**src/hw/htsif_pkg.sv**
```systemverilog
// Shared constants and types for the serial sensor interface.
package htsif_pkg;

	// System clock rate in kHz, so whole milliseconds convert exactly.
	localparam int CLK_KHZ = 25000;

	// Times in milliseconds, each at its printed figure.
	localparam int BOOT_MS = 11;
	localparam int MEAS8_MS = 20;
	localparam int MEAS12_MS = 80;
	localparam int MEAS14_MS = 320;
	localparam int RELOAD_MS = 10;

	// The same times as counts of system clock cycles.
	localparam int BOOT_CYC = BOOT_MS * CLK_KHZ;
	localparam int MEAS8_CYC = MEAS8_MS * CLK_KHZ;
	localparam int MEAS12_CYC = MEAS12_MS * CLK_KHZ;
	localparam int MEAS14_CYC = MEAS14_MS * CLK_KHZ;
	localparam int RELOAD_CYC = RELOAD_MS * CLK_KHZ;

	// Width of the shared wait timer, enough for the longest measurement.
	localparam int TMR_W = 24;

	// Clock rises with the data line high that reset the serial interface.
	localparam logic [3:0] CONN_RST_RISES = 4'h9;

	// Bit slot of a byte that carries the acknowledge.
	localparam logic [3:0] ACK_SLOT = 4'h8;

	// Bytes sent for a measurement and for a status read, checksum included.
	localparam logic [1:0] BYTES_MEAS = 2'h3;
	localparam logic [1:0] BYTES_CFG = 2'h2;

	// Address field and command codes.
	localparam logic [2:0] CMD_ADDR = 3'h0;
	localparam logic [4:0] CMD_MEAS_TEMP = 5'h03;
	localparam logic [4:0] CMD_MEAS_HUMID = 5'h05;
	localparam logic [4:0] CMD_READ_CFG = 5'h07;
	localparam logic [4:0] CMD_WRITE_CFG = 5'h06;
	localparam logic [4:0] CMD_SOFT_RESET = 5'h1E;

	// Configuration reset value and the bits that a write may change.
	localparam logic [7:0] CFG_RESET = 8'h00;
	localparam logic [7:0] CFG_WR_MASK = 8'h07;

	// Checksum generator polynomial and seed; the values are arbitrary.
	localparam logic [7:0] CRC_POLY = 8'h07;
	localparam logic [7:0] CRC_INIT = 8'h00;

	// Layout of the configuration/status register, bit 7 first.
	typedef struct packed {
		logic rsvd7;
		logic low_supply;
		logic [1:0] rsvd54;
		logic test3;
		logic heater;
		logic no_reload;
		logic low_res;
	} htsif_cfg_t;

	// Raw conversion results from the analog front end.
	typedef struct packed {
		logic [13:0] temp;
		logic [11:0] humid;
	} htsif_raw_t;

	// One checksum step over a single bit, most significant first.
	function automatic logic [7:0] htsif_crc_bit(input logic [7:0] c, input logic b);
		logic fb;
		fb = c[7] ^ b;
		htsif_crc_bit = fb ? ({c[6:0], 1'b0} ^ CRC_POLY) : {c[6:0], 1'b0};
	endfunction

	// Checksum step over a whole byte, most significant bit first.
	function automatic logic [7:0] htsif_crc_byte(input logic [7:0] c, input logic [7:0] v);
		logic [7:0] r;
		r = c;
		for (int i = 7; i >= 0; i--) begin
			r = htsif_crc_bit(r, v[i]);
		end
		htsif_crc_byte = r;
	endfunction

endpackage

```
**src/hw/htsif_top.sv**
```systemverilog
// Operation
// - Ignore the line for 11 ms after reset.
// - Zero address, five command bits, then acknowledge.
// - Codes 00011 and 00101 start measurements.
// - Code 00111 reads, 00110 writes configuration.
// - Code 11110 resets interface and configuration.
// - Measurement lasts 20, 80 or 320 ms.
// - Pull data low when result is ready.
// - Hold the result until read, no timeout.
// - Send two bytes, checksum, controller acknowledges each.
// - Results go MSB first, right justified.
// - End after checksum, or when acknowledge stays high.
// - Return to sleep after readout without command.
// - Nine high-data clock rises reset the interface.
// - Append an 8-bit checksum over the transfer.
// - Bit 0 selects reduced resolution.
// - Bit 1 skips calibration reload, saves 10 ms.
// - Bit 2 switches the heater on.
// - Bit 6 shows low supply after measurements.
// - Reserved bits 7, 5, 4, 3 stay zero.
// - Data changes only after a falling clock edge.
`timescale 1ns/1ns
`default_nettype none

module htsif_top #(
	parameter int BOOT_CYCLES = htsif_pkg::BOOT_CYC,
	parameter int MEAS8_CYCLES = htsif_pkg::MEAS8_CYC,
	parameter int MEAS12_CYCLES = htsif_pkg::MEAS12_CYC,
	parameter int MEAS14_CYCLES = htsif_pkg::MEAS14_CYC,
	parameter int RELOAD_CYCLES = htsif_pkg::RELOAD_CYC
) (
	// Clock, reset and clock enable.
	input wire logic CLK,
	input wire logic RESETN,
	input wire logic CE,
	// Serial pins; the data pin is open drain.
	input wire logic SCK,
	input wire logic DATA_I,
	output logic DATA_O,
	output logic DATA_OE,
	// Analog front end.
	input wire htsif_pkg::htsif_raw_t RAW,
	input wire logic LOW_SUPPLY,
	// Status toward the rest of the chip.
	output logic MEAS_ACTIVE,
	output logic MEAS_HUMID,
	output logic OTP_RELOAD,
	output logic HEATER_EN,
	output logic SLEEP,
	output htsif_pkg::htsif_cfg_t CFG
);
	import htsif_pkg::*;

	// Interface states.
	typedef enum logic [3:0] {
		ST_BOOT, ST_IDLE, ST_START, ST_CMD, ST_CACK, ST_WRX, ST_WACK, ST_MEAS, ST_SEND
	} htsif_state_t;

	// Two-flop synchronisers for the pins; the first stage feeds only the second.
	logic sck_m_q, sck_s_q, sck_p_q;
	logic dat_m_q, dat_s_q, dat_p_q;
	logic low_m_q, low_s_q;

	// Edges found on the synchronised pins.
	logic sck_rise, sck_fall, dat_rise, dat_fall;

	// Protocol state and its next values.
	htsif_state_t st_q, st_d;
	logic [3:0] cnt_q, cnt_d;
	logic [1:0] byte_q, byte_d;
	logic [1:0] nbytes_q, nbytes_d;
	logic [7:0] shift_q, shift_d;
	logic [23:0] tx_q, tx_d;
	logic [7:0] crc_q, crc_d;
	htsif_cfg_t cfg_q, cfg_d;
	logic [TMR_W-1:0] tmr_q, tmr_d;
	logic hum_q, hum_d;
	logic ack_q, ack_d;
	logic [3:0] hi_q, hi_d;
	logic reload_q, reload_d;
	logic oe_q, oe_d;

	// Helpers for command decode and result formatting.
	logic cmd_ok;
	logic [15:0] word;
	logic [TMR_W-1:0] meas_len;

	// Synchronisers run off the clock enable like all other state.
	always_ff @(posedge CLK or negedge RESETN) begin
		if (!RESETN) begin
			sck_m_q <= 1'b0;
			sck_s_q <= 1'b0;
			sck_p_q <= 1'b0;
			dat_m_q <= 1'b1;
			dat_s_q <= 1'b1;
			dat_p_q <= 1'b1;
			low_m_q <= 1'b0;
			low_s_q <= 1'b0;
		end else if (CE) begin
			sck_m_q <= SCK;
			sck_s_q <= sck_m_q;
			sck_p_q <= sck_s_q;
			dat_m_q <= DATA_I;
			dat_s_q <= dat_m_q;
			dat_p_q <= dat_s_q;
			low_m_q <= LOW_SUPPLY;
			low_s_q <= low_m_q;
		end
	end

	// Edges are taken from the second stage against its delayed copy.
	assign sck_rise = sck_s_q & ~sck_p_q;
	assign sck_fall = ~sck_s_q & sck_p_q;
	assign dat_rise = dat_s_q & ~dat_p_q;
	assign dat_fall = ~dat_s_q & dat_p_q;

	// Only address zero with a known code is taken.
	always_comb begin
		cmd_ok = 1'b0;
		if (shift_q[7:5] == CMD_ADDR) begin
			case (shift_q[4:0])
				CMD_MEAS_TEMP, CMD_MEAS_HUMID, CMD_READ_CFG, CMD_WRITE_CFG, CMD_SOFT_RESET: cmd_ok = 1'b1;
				default: cmd_ok = 1'b0;
			endcase
		end
	end

	// Right-justified result; the top bit is always zero, which doubles as ready.
	always_comb begin
		if (hum_q) begin
			word = cfg_q.low_res ? {8'h00, RAW.humid[11:4]} : {4'h0, RAW.humid};
		end else begin
			word = cfg_q.low_res ? {4'h0, RAW.temp[13:2]} : {2'b00, RAW.temp};
		end
	end

	// Conversion time from the resolution, shortened when reload is skipped.
	always_comb begin
		if (hum_d) begin
			meas_len = cfg_q.low_res ? TMR_W'(MEAS8_CYCLES) : TMR_W'(MEAS12_CYCLES);
		end else begin
			meas_len = cfg_q.low_res ? TMR_W'(MEAS12_CYCLES) : TMR_W'(MEAS14_CYCLES);
		end
		if (cfg_q.no_reload) begin
			meas_len = meas_len - TMR_W'(RELOAD_CYCLES);
		end
	end

	// Next-state logic of the serial protocol.
	always_comb begin
		st_d = st_q;
		cnt_d = cnt_q;
		byte_d = byte_q;
		nbytes_d = nbytes_q;
		shift_d = shift_q;
		tx_d = tx_q;
		crc_d = crc_q;
		cfg_d = cfg_q;
		tmr_d = tmr_q;
		hum_d = hum_q;
		ack_d = ack_q;
		hi_d = hi_q;
		reload_d = 1'b0;
		// Count clock rises seen with the line high; any low rise restarts it.
		if (sck_rise) begin
			hi_d = dat_s_q ? ((hi_q == CONN_RST_RISES) ? hi_q : hi_q + 4'h1) : 4'h0;
		end
		case (st_q)
			ST_BOOT: begin
				// Deaf until the power-up or soft-reset wait has run out.
				if (tmr_q == '0) begin
					st_d = ST_IDLE;
				end else begin
					tmr_d = tmr_q - 1'b1;
				end
			end
			ST_IDLE: begin
				// Asleep; only a start sequence wakes the interface.
			end
			ST_START: begin
				// Data rising with the clock high completes the start.
				if (dat_rise && sck_s_q) begin
					st_d = ST_CMD;
					cnt_d = 4'h0;
					crc_d = CRC_INIT;
				end
			end
			ST_CMD: begin
				// Command bits are taken on rising edges.
				if (sck_rise) begin
					shift_d = {shift_q[6:0], dat_s_q};
					crc_d = htsif_crc_bit(crc_q, dat_s_q);
					cnt_d = cnt_q + 4'h1;
				end else if (sck_fall && cnt_q == ACK_SLOT) begin
					// Acknowledge after the 8th fall, or drop an unknown command.
					st_d = cmd_ok ? ST_CACK : ST_IDLE;
				end
			end
			ST_CACK: begin
				// The 9th fall ends the acknowledge and starts the command.
				if (sck_fall) begin
					cnt_d = 4'h0;
					byte_d = 2'h0;
					case (shift_q[4:0])
						CMD_MEAS_TEMP, CMD_MEAS_HUMID: begin
							st_d = ST_MEAS;
							hum_d = (shift_q[4:0] == CMD_MEAS_HUMID);
							tmr_d = meas_len;
							reload_d = ~cfg_q.no_reload;
						end
						CMD_READ_CFG: begin
							st_d = ST_SEND;
							nbytes_d = BYTES_CFG;
							tx_d = {cfg_q, htsif_crc_byte(crc_q, cfg_q), 8'h00};
						end
						CMD_WRITE_CFG: begin
							st_d = ST_WRX;
						end
						default: begin
							// Soft reset keeps only the supply flag, which has no default.
							st_d = ST_BOOT;
							cfg_d = CFG_RESET;
							cfg_d.low_supply = cfg_q.low_supply;
							tmr_d = TMR_W'(BOOT_CYCLES);
						end
					endcase
				end
			end
			ST_WRX: begin
				// New register value, taken on rising edges.
				if (sck_rise) begin
					shift_d = {shift_q[6:0], dat_s_q};
					cnt_d = cnt_q + 4'h1;
				end else if (sck_fall && cnt_q == ACK_SLOT) begin
					st_d = ST_WACK;
				end
			end
			ST_WACK: begin
				// Reserved and read-only bits are not written.
				if (sck_fall) begin
					st_d = ST_IDLE;
					cfg_d = (cfg_q & ~CFG_WR_MASK) | (shift_q & CFG_WR_MASK);
				end
			end
			ST_MEAS: begin
				// The clock is ignored while converting.
				if (tmr_q == '0) begin
					st_d = ST_SEND;
					nbytes_d = BYTES_MEAS;
					tx_d = {word, htsif_crc_byte(htsif_crc_byte(crc_q, word[15:8]), word[7:0])};
					cfg_d.low_supply = low_s_q;
				end else begin
					tmr_d = tmr_q - 1'b1;
				end
			end
			ST_SEND: begin
				// No timeout here: the result waits for the controller.
				if (sck_rise && cnt_q == ACK_SLOT) begin
					ack_d = dat_s_q;
				end else if (sck_fall) begin
					if (cnt_q != ACK_SLOT) begin
						tx_d = {tx_q[22:0], 1'b0};
						cnt_d = cnt_q + 4'h1;
					end else if (!ack_q && (byte_q + 2'h1) != nbytes_q) begin
						byte_d = byte_q + 2'h1;
						cnt_d = 4'h0;
					end else begin
						st_d = ST_IDLE;
					end
				end
			end
			default: begin
				st_d = ST_IDLE;
			end
		endcase
		// Line resets and starts act everywhere except while booting or converting.
		if (st_q != ST_BOOT && st_q != ST_MEAS) begin
			if (sck_rise && dat_s_q && hi_q == CONN_RST_RISES - 4'h1) begin
				st_d = ST_IDLE;
			end
			if (dat_fall && sck_s_q) begin
				st_d = ST_START;
			end
		end
	end

	// The pin is pulled low for acknowledges and zero bits, released otherwise.
	always_comb begin
		case (st_d)
			ST_CACK, ST_WACK: oe_d = 1'b1;
			ST_SEND: oe_d = (cnt_d != ACK_SLOT) && !tx_d[23];
			default: oe_d = 1'b0;
		endcase
	end

	// Registers of the protocol; the wait timer starts with the power-up wait.
	always_ff @(posedge CLK or negedge RESETN) begin
		if (!RESETN) begin
			st_q <= ST_BOOT;
			cnt_q <= 4'h0;
			byte_q <= 2'h0;
			nbytes_q <= 2'h0;
			shift_q <= 8'h00;
			tx_q <= 24'h000000;
			crc_q <= CRC_INIT;
			cfg_q <= CFG_RESET;
			tmr_q <= TMR_W'(BOOT_CYCLES);
			hum_q <= 1'b0;
			ack_q <= 1'b1;
			hi_q <= 4'h0;
			reload_q <= 1'b0;
			oe_q <= 1'b0;
		end else if (CE) begin
			st_q <= st_d;
			cnt_q <= cnt_d;
			byte_q <= byte_d;
			nbytes_q <= nbytes_d;
			shift_q <= shift_d;
			tx_q <= tx_d;
			crc_q <= crc_d;
			cfg_q <= cfg_d;
			tmr_q <= tmr_d;
			hum_q <= hum_d;
			ack_q <= ack_d;
			hi_q <= hi_d;
			reload_q <= reload_d;
			oe_q <= oe_d;
		end
	end

	// Open drain: the driven level is always low.
	assign DATA_O = 1'b0;
	assign DATA_OE = oe_q;

	// Status decoded from state registers.
	assign MEAS_ACTIVE = (st_q == ST_MEAS);
	assign MEAS_HUMID = hum_q;
	assign OTP_RELOAD = reload_q;
	assign HEATER_EN = cfg_q.heater;
	assign SLEEP = (st_q == ST_IDLE) || (st_q == ST_START);
	assign CFG = cfg_q;

endmodule

`default_nettype wire

```
**config.mk**
```make
export PLATFORM = sky130hd
export DESIGN_NAME = htsif_top
export DESIGN_NICKNAME = d
export VERILOG_FILES = /design/src/hw/htsif_pkg.sv /design/src/hw/htsif_top.sv
export SDC_FILE = /design/constraint.sdc
export NUM_CORES = 1
export LEC_CHECK = 0
export BUFFER_PORTS_ARGS = -buffer_cell sky130_fd_sc_hd__buf_2
export CORE_AREA = 2 2 118 120
export CTS_CLUSTER_DIAMETER = 200
export DETAILED_ROUTE_END_ITERATION = 8
export DIE_AREA = 0 0 120 122
export GPL_ROUTABILITY_DRIVEN = 0
export GPL_TIMING_DRIVEN = 0
export PLACE_DENSITY = 0.67
export SLEW_MARGIN = 15
export SYNTH_ARGS = -nofsm -noshare
export SYNTH_HDL_FRONTEND = slang
export SYNTH_SLANG_ARGS = --single-unit
```
**constraint.sdc**
```tcl
create_clock -name CLK -period 3.61 [get_ports CLK]
set_input_delay 0.722 -clock CLK [delete_from_list [all_inputs] [get_ports CLK]]
set_output_delay 0.722 -clock CLK [all_outputs]
set_load 0.05 [all_outputs]
```
==> results.cfg, run 1 <==
[run_status]
status = finished, final reports clean

[logic_synthesis]
synth.cell_area_um2 = 6590
portion_of_the_post_synthesis_area_used_by_sequential_elements = 0.371
ys_warn_count = 0
syn_avg_cell_area_um2 = 9.17
number_of_different_library_cells_in_the_post_synthesis_netlist = 82
postSynthRegisterBits = 97
postSynth.topFlopCell = sky130_fd_sc_hd__dfrtp_1
synthesis.instances = 718
asyncSetResetFlopFracSynth = 1.00
synth_edf_count = 0

[detailed_routing]
detail_route.wl_per_cell_um = 19.1
avgViaCountPerCell = 6.21
drt_iter0_markers = 802
postRouteWirelength_um = 18300
drtAntennaViolNets = 0
first_pass_iters = 5
drc = 0
vias = 5957

[clock_network]
h-tree-depth = 3
clk_transition_reported_paths_ns = 0.07
clock_insertion_delay_worst_skew_ns = 0.35
clock-sinks = 97
tritoncts.num_buffers = 9
clock_path_buffers = 2
cts_tree = yes
cts.root.buffer_cell = sky130_fd_sc_hd__clkbuf_16
cts.repair_timing.setup_buffer_count = 0

[layout]
post_route_cells_drive_above_1_share = 0.160
most-common-layout-cells = sky130_fd_sc_hd__dfrtp_1, sky130_fd_sc_hd__o21ai_0, sky130_fd_sc_hd__nand2_1
nets = 820
syn2layout_area_growth_pct = 11.6
fillCellCount = 1245
mostFrequentLayoutCell = sky130_fd_sc_hd__dfrtp_1
final_design_area_no_fill_um2 = 7350
n_antenna_cell = 0

[global_routing]
number_of_antenna_violations_at_the_first_check_in_global_routing = 0
grt_max_degree = 71
track_usage = 0.258
first_global_vias = 5738
grt_first_pass_wirelength_um = 29700
globalRoute.totalOverflow = 0

[critical_path]
critical-path-top-cell-by-count = sky130_fd_sc_hd__o21ai_0
worst_endpoint_data_arrival_time_ns = 3.62
slowest_stage = sky130_fd_sc_hd__or4b_1
timing.critical_path.required_ns = 3.87
critical_path_class = flip-flop to flip-flop
number_of_cell_instances_on_the_worst_register_to_register_path = 12
critical_path.max_stage_delay_ns = 0.48
path_max_fanout = 8
crit_path_cell_trace = or4b_1 > clkbuf_1 > nor2_4 > a41oi_1 > o21ai_1 > inv_1 > ha_1 > nor2b_1 > a211o_1 > o21a_1 > o21ai_0 > o21ai_0
cp-start-kind = flip-flop
worstSetupEndpointType = flip-flop

[die]
die_area_um2 = 14600
std_cell_rows = 43
initial_core_util = 0.488
io-pin-count = 47
die_y_um = 122
die_w_um = 120
floorplan.core_area_um2 = 13500

[timing]
timing.hold.ws_ns = 0.225
period_minus_slack_ns = 3.36
fmax_ghz = 0.297
setup-violations-final = 0
skew_ns = 0.0124
rsz_0062_raised_after_global_routing = false
timing_worst_slew_pin_value_ns = 1.01
max_slew_margin = 0.318
min_period_over_period = 0.932
final-max-slew-violation-count = 0
finalHoldViolations = 0

[power_and_ir_drop]
irDropWorstVdd_uv = 331
power.total_uw = 4590
leakage_power_of_the_design_uw = 0.00299
pwr_density_cell_nw_per_um2 = 625

[placed_design]
io_buffer_count = 42
place.detailed.hpwl_um = 13400
placed_instance_area_um2 = 7070

[worst_hold_path]
hold_path_class = primary input to asynchronous set/reset pin

[flow_run]
maxCapViolCount = 0
-- cell usage after synthesis (all sizes together), types with 7 or more instances --
cell    count  area share
dfrtp      86        0.33
o21ai      82       0.062
nand2      68       0.039
nor2       49       0.029
a21oi      41       0.031
xnor2      37       0.051
clkbuf     33       0.019
mux2       23       0.039
inv        21       0.012
a22o       19       0.025
buf        18       0.017
nor3       17       0.014
xor2       15       0.020
ha         13       0.025
a31oi      12       0.011
dfstp      11       0.044
nand3      11      0.0084
nor2b       9      0.0085
a22oi       8      0.0099
mux2i       8       0.012
nor4        8      0.0085
nand2b      7      0.0066
nand3b      7      0.0080
-- kinds of logic after synthesis --
| group | Yosys count | share of synthesized area |
|---|---|---|
| buffers and inverters | 72 | 0.0477 |
| other | 1 | 0.000569 |
| adders and majority gates | 14 | 0.0262 |
| muxes | 37 | 0.0726 |
| and+or+nand+nor | 212 | 0.164 |
| AOI/OAI and AO/OA | 226 | 0.223 |
| DFF | 97 | 0.371 |
| xor gates and xnor gates | 59 | 0.0957 |
-- final cells by class --
type	count	area, um^2	area share
buffer	51	235	0.0320
inverter	21	78.8	0.0107
tap	180	225	0.0306
sequential	97	2440	0.332
timing repair buffer	43	244	0.0332
clock inverter	4	31.3	0.00426
clock buffer	12	236	0.0322
multi-input combinational	552	3860	0.525
-- per-stage QoR --
step	TNS (ns)	utilization	instances	setup slack, ns
2_1_floorplan	0	-	721	0.665
3_3_place_gp	-0.0182	0.521	943	-0.0182
3_5_place_dp	-0.0268	0.523	944	-0.0268
4_1_cts	0	0.543	960	0.135
5_1_grt	0	0.544	960	0.0504
6_report	0	0.544	960	0.247
-- report_power, final --
group          internal, uW  switching, uW  leakage [uW]
sequential             1280            190       0.00126
clock                   470            425      0.000119
combinational           981           1250       0.00161
total                  2730           1870       0.00299
-- what timing repair did --
action                                  in CTS  in global routing
hold buffers                                 0                  0
gates resized for setup                      1                  2
pin swaps                                    0                  0
endpoints found under the setup margin       1                  2
endpoints found under the hold margin        0                  0
cloned                                       0                  0
-- layer usage --
layer / part of all wire / routed length (um) / global-route usage
met1: 0.44 / 8150 / 0.359
met2: 0.46 / 8400 / 0.407
met3: 0.073 / 1330 / 0.0360
met4: 0.025 / 467 / 0.101
met5: 0 / 0 / 0
-- worst max-delay path: cells and delay by family (launching register included) --
| family | cells | cell delay [ns] |
|---|---|---|
| AOI/OAI and AO/OA | 6 | 1.14 |
| adders and majority gates | 1 | 0.31 |
| buffers and inverters | 2 | 0.42 |
| DFF | 1 | 0.47 |
| and+or+nand+nor | 3 | 0.93 |
-- registers in the layout, summed over array words and instances (netlist names) --
signal,count
tx_q,24
sck_s_q,1
CFG,4
ack_q,1
HEATER_EN,1
dat_s_q,1
sck_p_q,1
byte_q,2
dat_p_q,1
OTP_RELOAD,1
hi_q,4
cnt_q,4
low_m_q,1
st_q,4
MEAS_HUMID,1
dat_m_q,1
DATA_OE,1
tmr_q,24
sck_m_q,1
crc_q,8
low_s_q,1
nbytes_q,2
shift_q,8
-- path summary, 6_finish.rpt --
check / from / end / slack (ns)
max: st_q[3] / tmr_q[9] / 0.25
min: RESETN / cnt_q[2] / 0.23
max reg2reg: st_q[3] / tmr_q[9] / 0.25
min reg2reg: tx_q[4] / tx_q[4] / 0.48
max in group asynchronous: RESETN / tmr_q[3] / 2.69
min in group CLK: tx_q[4] / tx_q[4] / 0.48
Note: power is estimated with default switching activity, not from simulation.
==> inputs of run 2 (changes only) <==
- REMOVE_ABC_BUFFERS: default -> 1
==> results.cfg, run 2 (same netlist as run 1, synthesis figures left out) <==
[clock_network]
clock-sinks = 97
clk_transition_reported_paths_ns = 0.08
clock_insertion_delay_worst_skew_ns = 0.37
h-tree-depth = 3
cts.root.buffer_cell = sky130_fd_sc_hd__clkbuf_16
cts_tree = yes
tritoncts.num_buffers = 9
clock_path_buffers = 2

[flow_run]
maxCapViolCount = 0

[layout]
mostFrequentLayoutCell = sky130_fd_sc_hd__dfrtp_1
nets = 771
stdcell_count = 911
area_used_by_multi_input_combinational_logic_um2 = 3870
biggest_registers_after_layout = tmr_q: 24 flops, tx_q: 24 flops
fillCellCount = 1222
n_antenna_cell = 0
post_route_cells_drive_above_1_share = 0.161
layout.area.seq_um2 = 2440
syn2layout_area_growth_pct = 9.14
most-common-layout-cells = sky130_fd_sc_hd__dfrtp_1, sky130_fd_sc_hd__o21ai_0, sky130_fd_sc_hd__nand2_1

[timing]
finalHoldViolations = 0
skew_ns = 0.0145
setup-violations-final = 0
max_slew_margin = 0.233
fmax_ghz = 0.293
finalWorstSetupSlack_ns = 0.194
rsz_0062_raised_after_global_routing = false
final-max-slew-violation-count = 0
min_period_over_period = 0.946
timing_worst_slew_pin_value_ns = 1.15
period_minus_slack_ns = 3.42

[critical_path]
reg2reg_slack_ns = 0.19
number_of_cell_instances_on_the_worst_register_to_register_path = 7
timing.critical_path.required_ns = 3.86
critical_path_class = flip-flop to flip-flop
cp-start-kind = flip-flop
worstSetupEndpointType = flip-flop
rr_startpoint = MEAS_HUMID
worst_endpoint_data_arrival_time_ns = 3.67
path_max_fanout = 25
critical_path.startpoint = MEAS_HUMID
worst_r2r_endpoint = tx_q[2]

[die]
io-pin-count = 47
die_w_um = 120
std_cell_rows = 43
die_area_um2 = 14600
initial_core_util = 0.488
die_y_um = 122
floorplan.core_area_um2 = 13500

[worst_hold_path]
hold_path_class = primary input to asynchronous set/reset pin

[placed_design]
io_buffer_count = 42
post-place-ws_ns = -0.150
place.detailed.hpwl_um = 11500
place_inst = 895

[detailed_routing]
postRouteWirelength_um = 16300
dr.max_layer_used = met4
vias = 5589
drtAntennaViolNets = 0
route.layer.met1.wl_um = 7240
drt_iter0_markers = 414
met2WireLength_um = 7990
wl_met3_um = 649
detail_route.wl_per_cell_um = 17.9
first_pass_iters = 5
drc = 0
avgViaCountPerCell = 6.14

[power_and_ir_drop]
irDropWorstVdd_uv = 386
leakage_power_of_the_design_uw = 0.00292
pwr_density_cell_nw_per_um2 = 644

[run_status]
status = finished, final reports clean

[global_routing]
globalRoute.totalOverflow = 0
track_usage = 0.233
grt_max_degree = 59
first_global_vias = 5433
number_of_antenna_violations_at_the_first_check_in_global_routing = 0
grt_first_pass_wirelength_um = 27200
## run 2: layout make-up
cell class / count / share of cell area
clock buffer: 9 / 0.0313
clock inverter: 7 / 0.0108
inverter: 21 / 0.0110
multi-input combinational: 552 / 0.539
sequential: 97 / 0.340
tap: 180 / 0.0313
timing repair buffer: 45 / 0.0371
## run 2: worst max-delay path by stage
stage / depth (start not counted) / slack [ns] / to
2_1_floorplan: 6 / 0.34 / CFG[6]
4_1_cts: 6 / 0.10 / CFG[6]
5_1_grt: 7 / 0.03 / tx_q[1]
3_5_place_dp: 11 / -0.15 / tmr_q[9]
6_report: 7 / 0.19 / tx_q[2]
3_3_place_gp: 7 / -0.23 / DATA_OE
## run 2: power breakdown
part / total (uW) / internal, uW / switching (uW)
combinational: 2090 / 953 / 1130
sequential: 1550 / 1280 / 272
clock: 994 / 544 / 450
## run 2: stage by stage
stage                     hold slack (ns)  instance area [um^2]  setup TNS, ns   util  total power, uW
after floorplan                     0.426                  6360              0      -             3110
after global placement              0.462                  6800         -0.436  0.503             3520
after detailed placement            0.471                  6870         -0.182  0.508             3610
after CTS                           0.260                  7170              0  0.531             4640
after global routing                0.270                  7190              0  0.532             4940
final                               0.247                  7190              0  0.532             4630
## run 2: timing repair
action	4_1_cts	5_1_grt
hold buffers	0	0
setup endpoints to repair	2	10
buffers inserted	0	0
gates resized for setup	2	3
## run 2: layer usage
metal / track usage / vias to the layer above
met4: 0.0794 / 0
li1: - / 2650
met1: 0.307 / 2744
met5: 0 / -
met2: 0.379 / 150
met3: 0.0548 / 45
## run 2: critical path, cell delays in order (launching register included)
cell and delay, ns:
sky130_fd_sc_hd__dfrtp_1 1.10, sky130_fd_sc_hd__mux4_1 0.77, sky130_fd_sc_hd__xor2_1 0.26, sky130_fd_sc_hd__xnor2_2 0.16, sky130_fd_sc_hd__xnor3_1 0.47, sky130_fd_sc_hd__xor2_1 0.24, sky130_fd_sc_hd__xnor2_1 0.10, sky130_fd_sc_hd__a21o_1 0.18
==> inputs of run 3 (changes only) <==
- CORE_AREA: 2 2 118 120 -> 2 2 113 115
- DIE_AREA: 0 0 120 122 -> 0 0 115 117
- GPL_TIMING_DRIVEN: 0 -> default
- PLACE_DENSITY: 0.67 -> 0.73
==> results.cfg, run 3 (same netlist as run 1, synthesis figures left out) <==
[clock_network]
h-tree-depth = 3
clk_transition_reported_paths_ns = 0.07
cts_hold_repair.buffers = 0
tritoncts.num_buffers = 9
cts.root.buffer_cell = sky130_fd_sc_hd__clkbuf_16
clock_insertion_delay_worst_skew_ns = 0.35
cts_repair_resize_count = 0
cts.repair_timing.setup_buffer_count = 0
clock-sinks = 97
cts_tree = yes
clock_path_buffers = 2

[timing]
skew_ns = 0.0101
rsz_0062_raised_after_global_routing = false
final-max-slew-violation-count = 0
setup-violations-final = 0
period_minus_slack_ns = 3.21
fmax_ghz = 0.311
min_period_over_period = 0.890
max_slew_margin = 0.524
timing.hold.ws_ns = 0.387
finalHoldViolations = 0
timing.setup.tns_ns = 0
timing_worst_slew_pin_value_ns = 0.713

[global_routing]
first_global_vias = 5600
use_met1 = 0.330
globalRoute.totalOverflow = 0
grt_most_used_layer = met2
number_of_antenna_violations_at_the_first_check_in_global_routing = 0
grt_util_met2 = 0.429
globalRouteMet3Util = 0.0381
grt_max_degree = 52
track_usage = 0.256
grt_first_pass_wirelength_um = 27400

[detailed_routing]
avgViaCountPerCell = 6.33
drtAntennaViolNets = 0
vias = 5693
first_pass_iters = 5
postRouteWirelength_um = 16600
detail_route.wl_per_cell_um = 18.5
drc = 0
drt_iter0_markers = 586

[power_and_ir_drop]
combPwrFrac = 0.468
power_switching_share = 0.402
irDropWorstVdd_uv = 262
pwr_density_cell_nw_per_um2 = 638
p_switching_uw = 1850
pwr-share-seq = 0.328
leakage_power_of_the_design_uw = 0.00299
pwr-share-clk = 0.204
intPower_uw = 2760

[layout]
mostFrequentLayoutCell = sky130_fd_sc_hd__dfrtp_1
post_route_cells_drive_above_1_share = 0.175
biggest_registers_after_layout = tmr_q: 24 flops, tx_q: 24 flops
most-common-layout-cells = sky130_fd_sc_hd__dfrtp_1, sky130_fd_sc_hd__o21ai_0, sky130_fd_sc_hd__nand2_1
syn2layout_area_growth_pct = 9.74
nets = 790
final_design_area_no_fill_um2 = 7230
n_antenna_cell = 0

[die]
die_w_um = 115
die_y_um = 117
std_cell_rows = 41
die_area_um2 = 13500
initial_core_util = 0.535
floorplan.core_area_um2 = 12300
io-pin-count = 47

[critical_path]
path_max_fanout = 15
crit_path_cell_trace = or4b_1 > nor2_1 > a41oi_1 > o21ai_0 > inv_1 > ha_1 > nor2b_1 > a211o_1 > o21a_1 > o21ai_0 > o21ai_0
slowest_stage = sky130_fd_sc_hd__or4b_1
worstSetupEndpointType = flip-flop
critical_path.max_stage_delay_ns = 0.60
critical_path_buf_inv_count = 1
cp_num_cells = 11
critical_path_class = flip-flop to flip-flop
number_of_cell_instances_on_the_worst_register_to_register_path = 11
timing.critical_path.max_delay_family = compound AO/OA/AOI/OAI gates
critical-path-top-cell-by-count = sky130_fd_sc_hd__o21ai_0
worst_endpoint_data_arrival_time_ns = 3.47
cp-start-kind = flip-flop
timing.critical_path.required_ns = 3.87

[placed_design]
io_buffer_count = 42
placed_instance_area_um2 = 6940
place.detailed.hpwl_um = 11900

[flow_run]
maxCapViolCount = 0

[run_status]
status = finished, final reports clean

[worst_hold_path]
hold_path_class = primary input to asynchronous set/reset pin
[run 3: cell count changes in the layout (fill, tap and decap cells not counted), sizes merged]
| cell | change |
|---|---|
| bufinv | -1 |
| clkbuf | +1 |
| clkinvlp | +1 |
| buf | +19 |
| clkinv | -1 |
[run 3: cell type report]
| type | instances | area [um^2] |
|---|---|---|
| multi-input cells | 552 | 3840 |
| well taps | 150 | 188 |
| inverters | 21 | 78.8 |
| repair buffers | 64 | 390 |
| clock inverters | 6 | 48.8 |
| flip-flops and latches | 97 | 2440 |
| fillers | 1058 | 5080 |
| clock buffers | 10 | 239 |
[run 3: per-stage QoR]
stage / util / worst slack [ns] / power, uW / cells
after floorplan: - / 0.339 / 3110 / 670
after detailed placement: 0.564 / 0.427 / 3660 / 884
final: 0.587 / 0.398 / 4610 / 900
after CTS: 0.587 / 0.408 / 4610 / 900
after global routing: 0.587 / 0.144 / 4910 / 900
after global placement: 0.564 / 0.492 / 3590 / 884
[run 3: worst reg2reg max path, cell delays in order (launching register included)]
cell and delay (ns):
sky130_fd_sc_hd__dfrtp_1 0.53, sky130_fd_sc_hd__or4b_1 0.60, sky130_fd_sc_hd__nor2_1 0.16, sky130_fd_sc_hd__a41oi_1 0.12
sky130_fd_sc_hd__o21ai_0 0.46, sky130_fd_sc_hd__inv_1 0.17, sky130_fd_sc_hd__ha_1 0.30, sky130_fd_sc_hd__nor2b_1 0.17
sky130_fd_sc_hd__a211o_1 0.27, sky130_fd_sc_hd__o21a_1 0.10, sky130_fd_sc_hd__o21ai_0 0.12, sky130_fd_sc_hd__o21ai_0 0.11
[run 3: final timing paths]
kind | from | to | slack, ns
worst min register to register | tx_q[1] | tx_q[1] | 0.49
worst max-delay path | st_q[1] | tmr_q[9] | 0.40
worst max register to register | st_q[1] | tmr_q[9] | 0.40
max in group asynchronous | RESETN | tmr_q[18] | 2.48
worst min-delay path | RESETN | low_m_q | 0.39
min in group CLK | tx_q[1] | tx_q[1] | 0.49
[run 3: power by group through the flow]
stage	clock (uW)	combinational [uW]	sequential, uW
5_1_grt	1000	2360	1540
2_1_floorplan	0	1610	1500
3_5_place_dp	0	2130	1520
6_report	940	2160	1510
4_1_cts	958	2150	1510
3_3_place_gp	0	2080	1510
[run 3: per-layer routing]
metal  share of wire  vias to the layer above  wire (um)
met5               0                        -          0
met1            0.43                     2760       7170
met4           0.027                        0        452
met3           0.052                       37        869
met2            0.49                      215       8130
li1                -                     2681          -
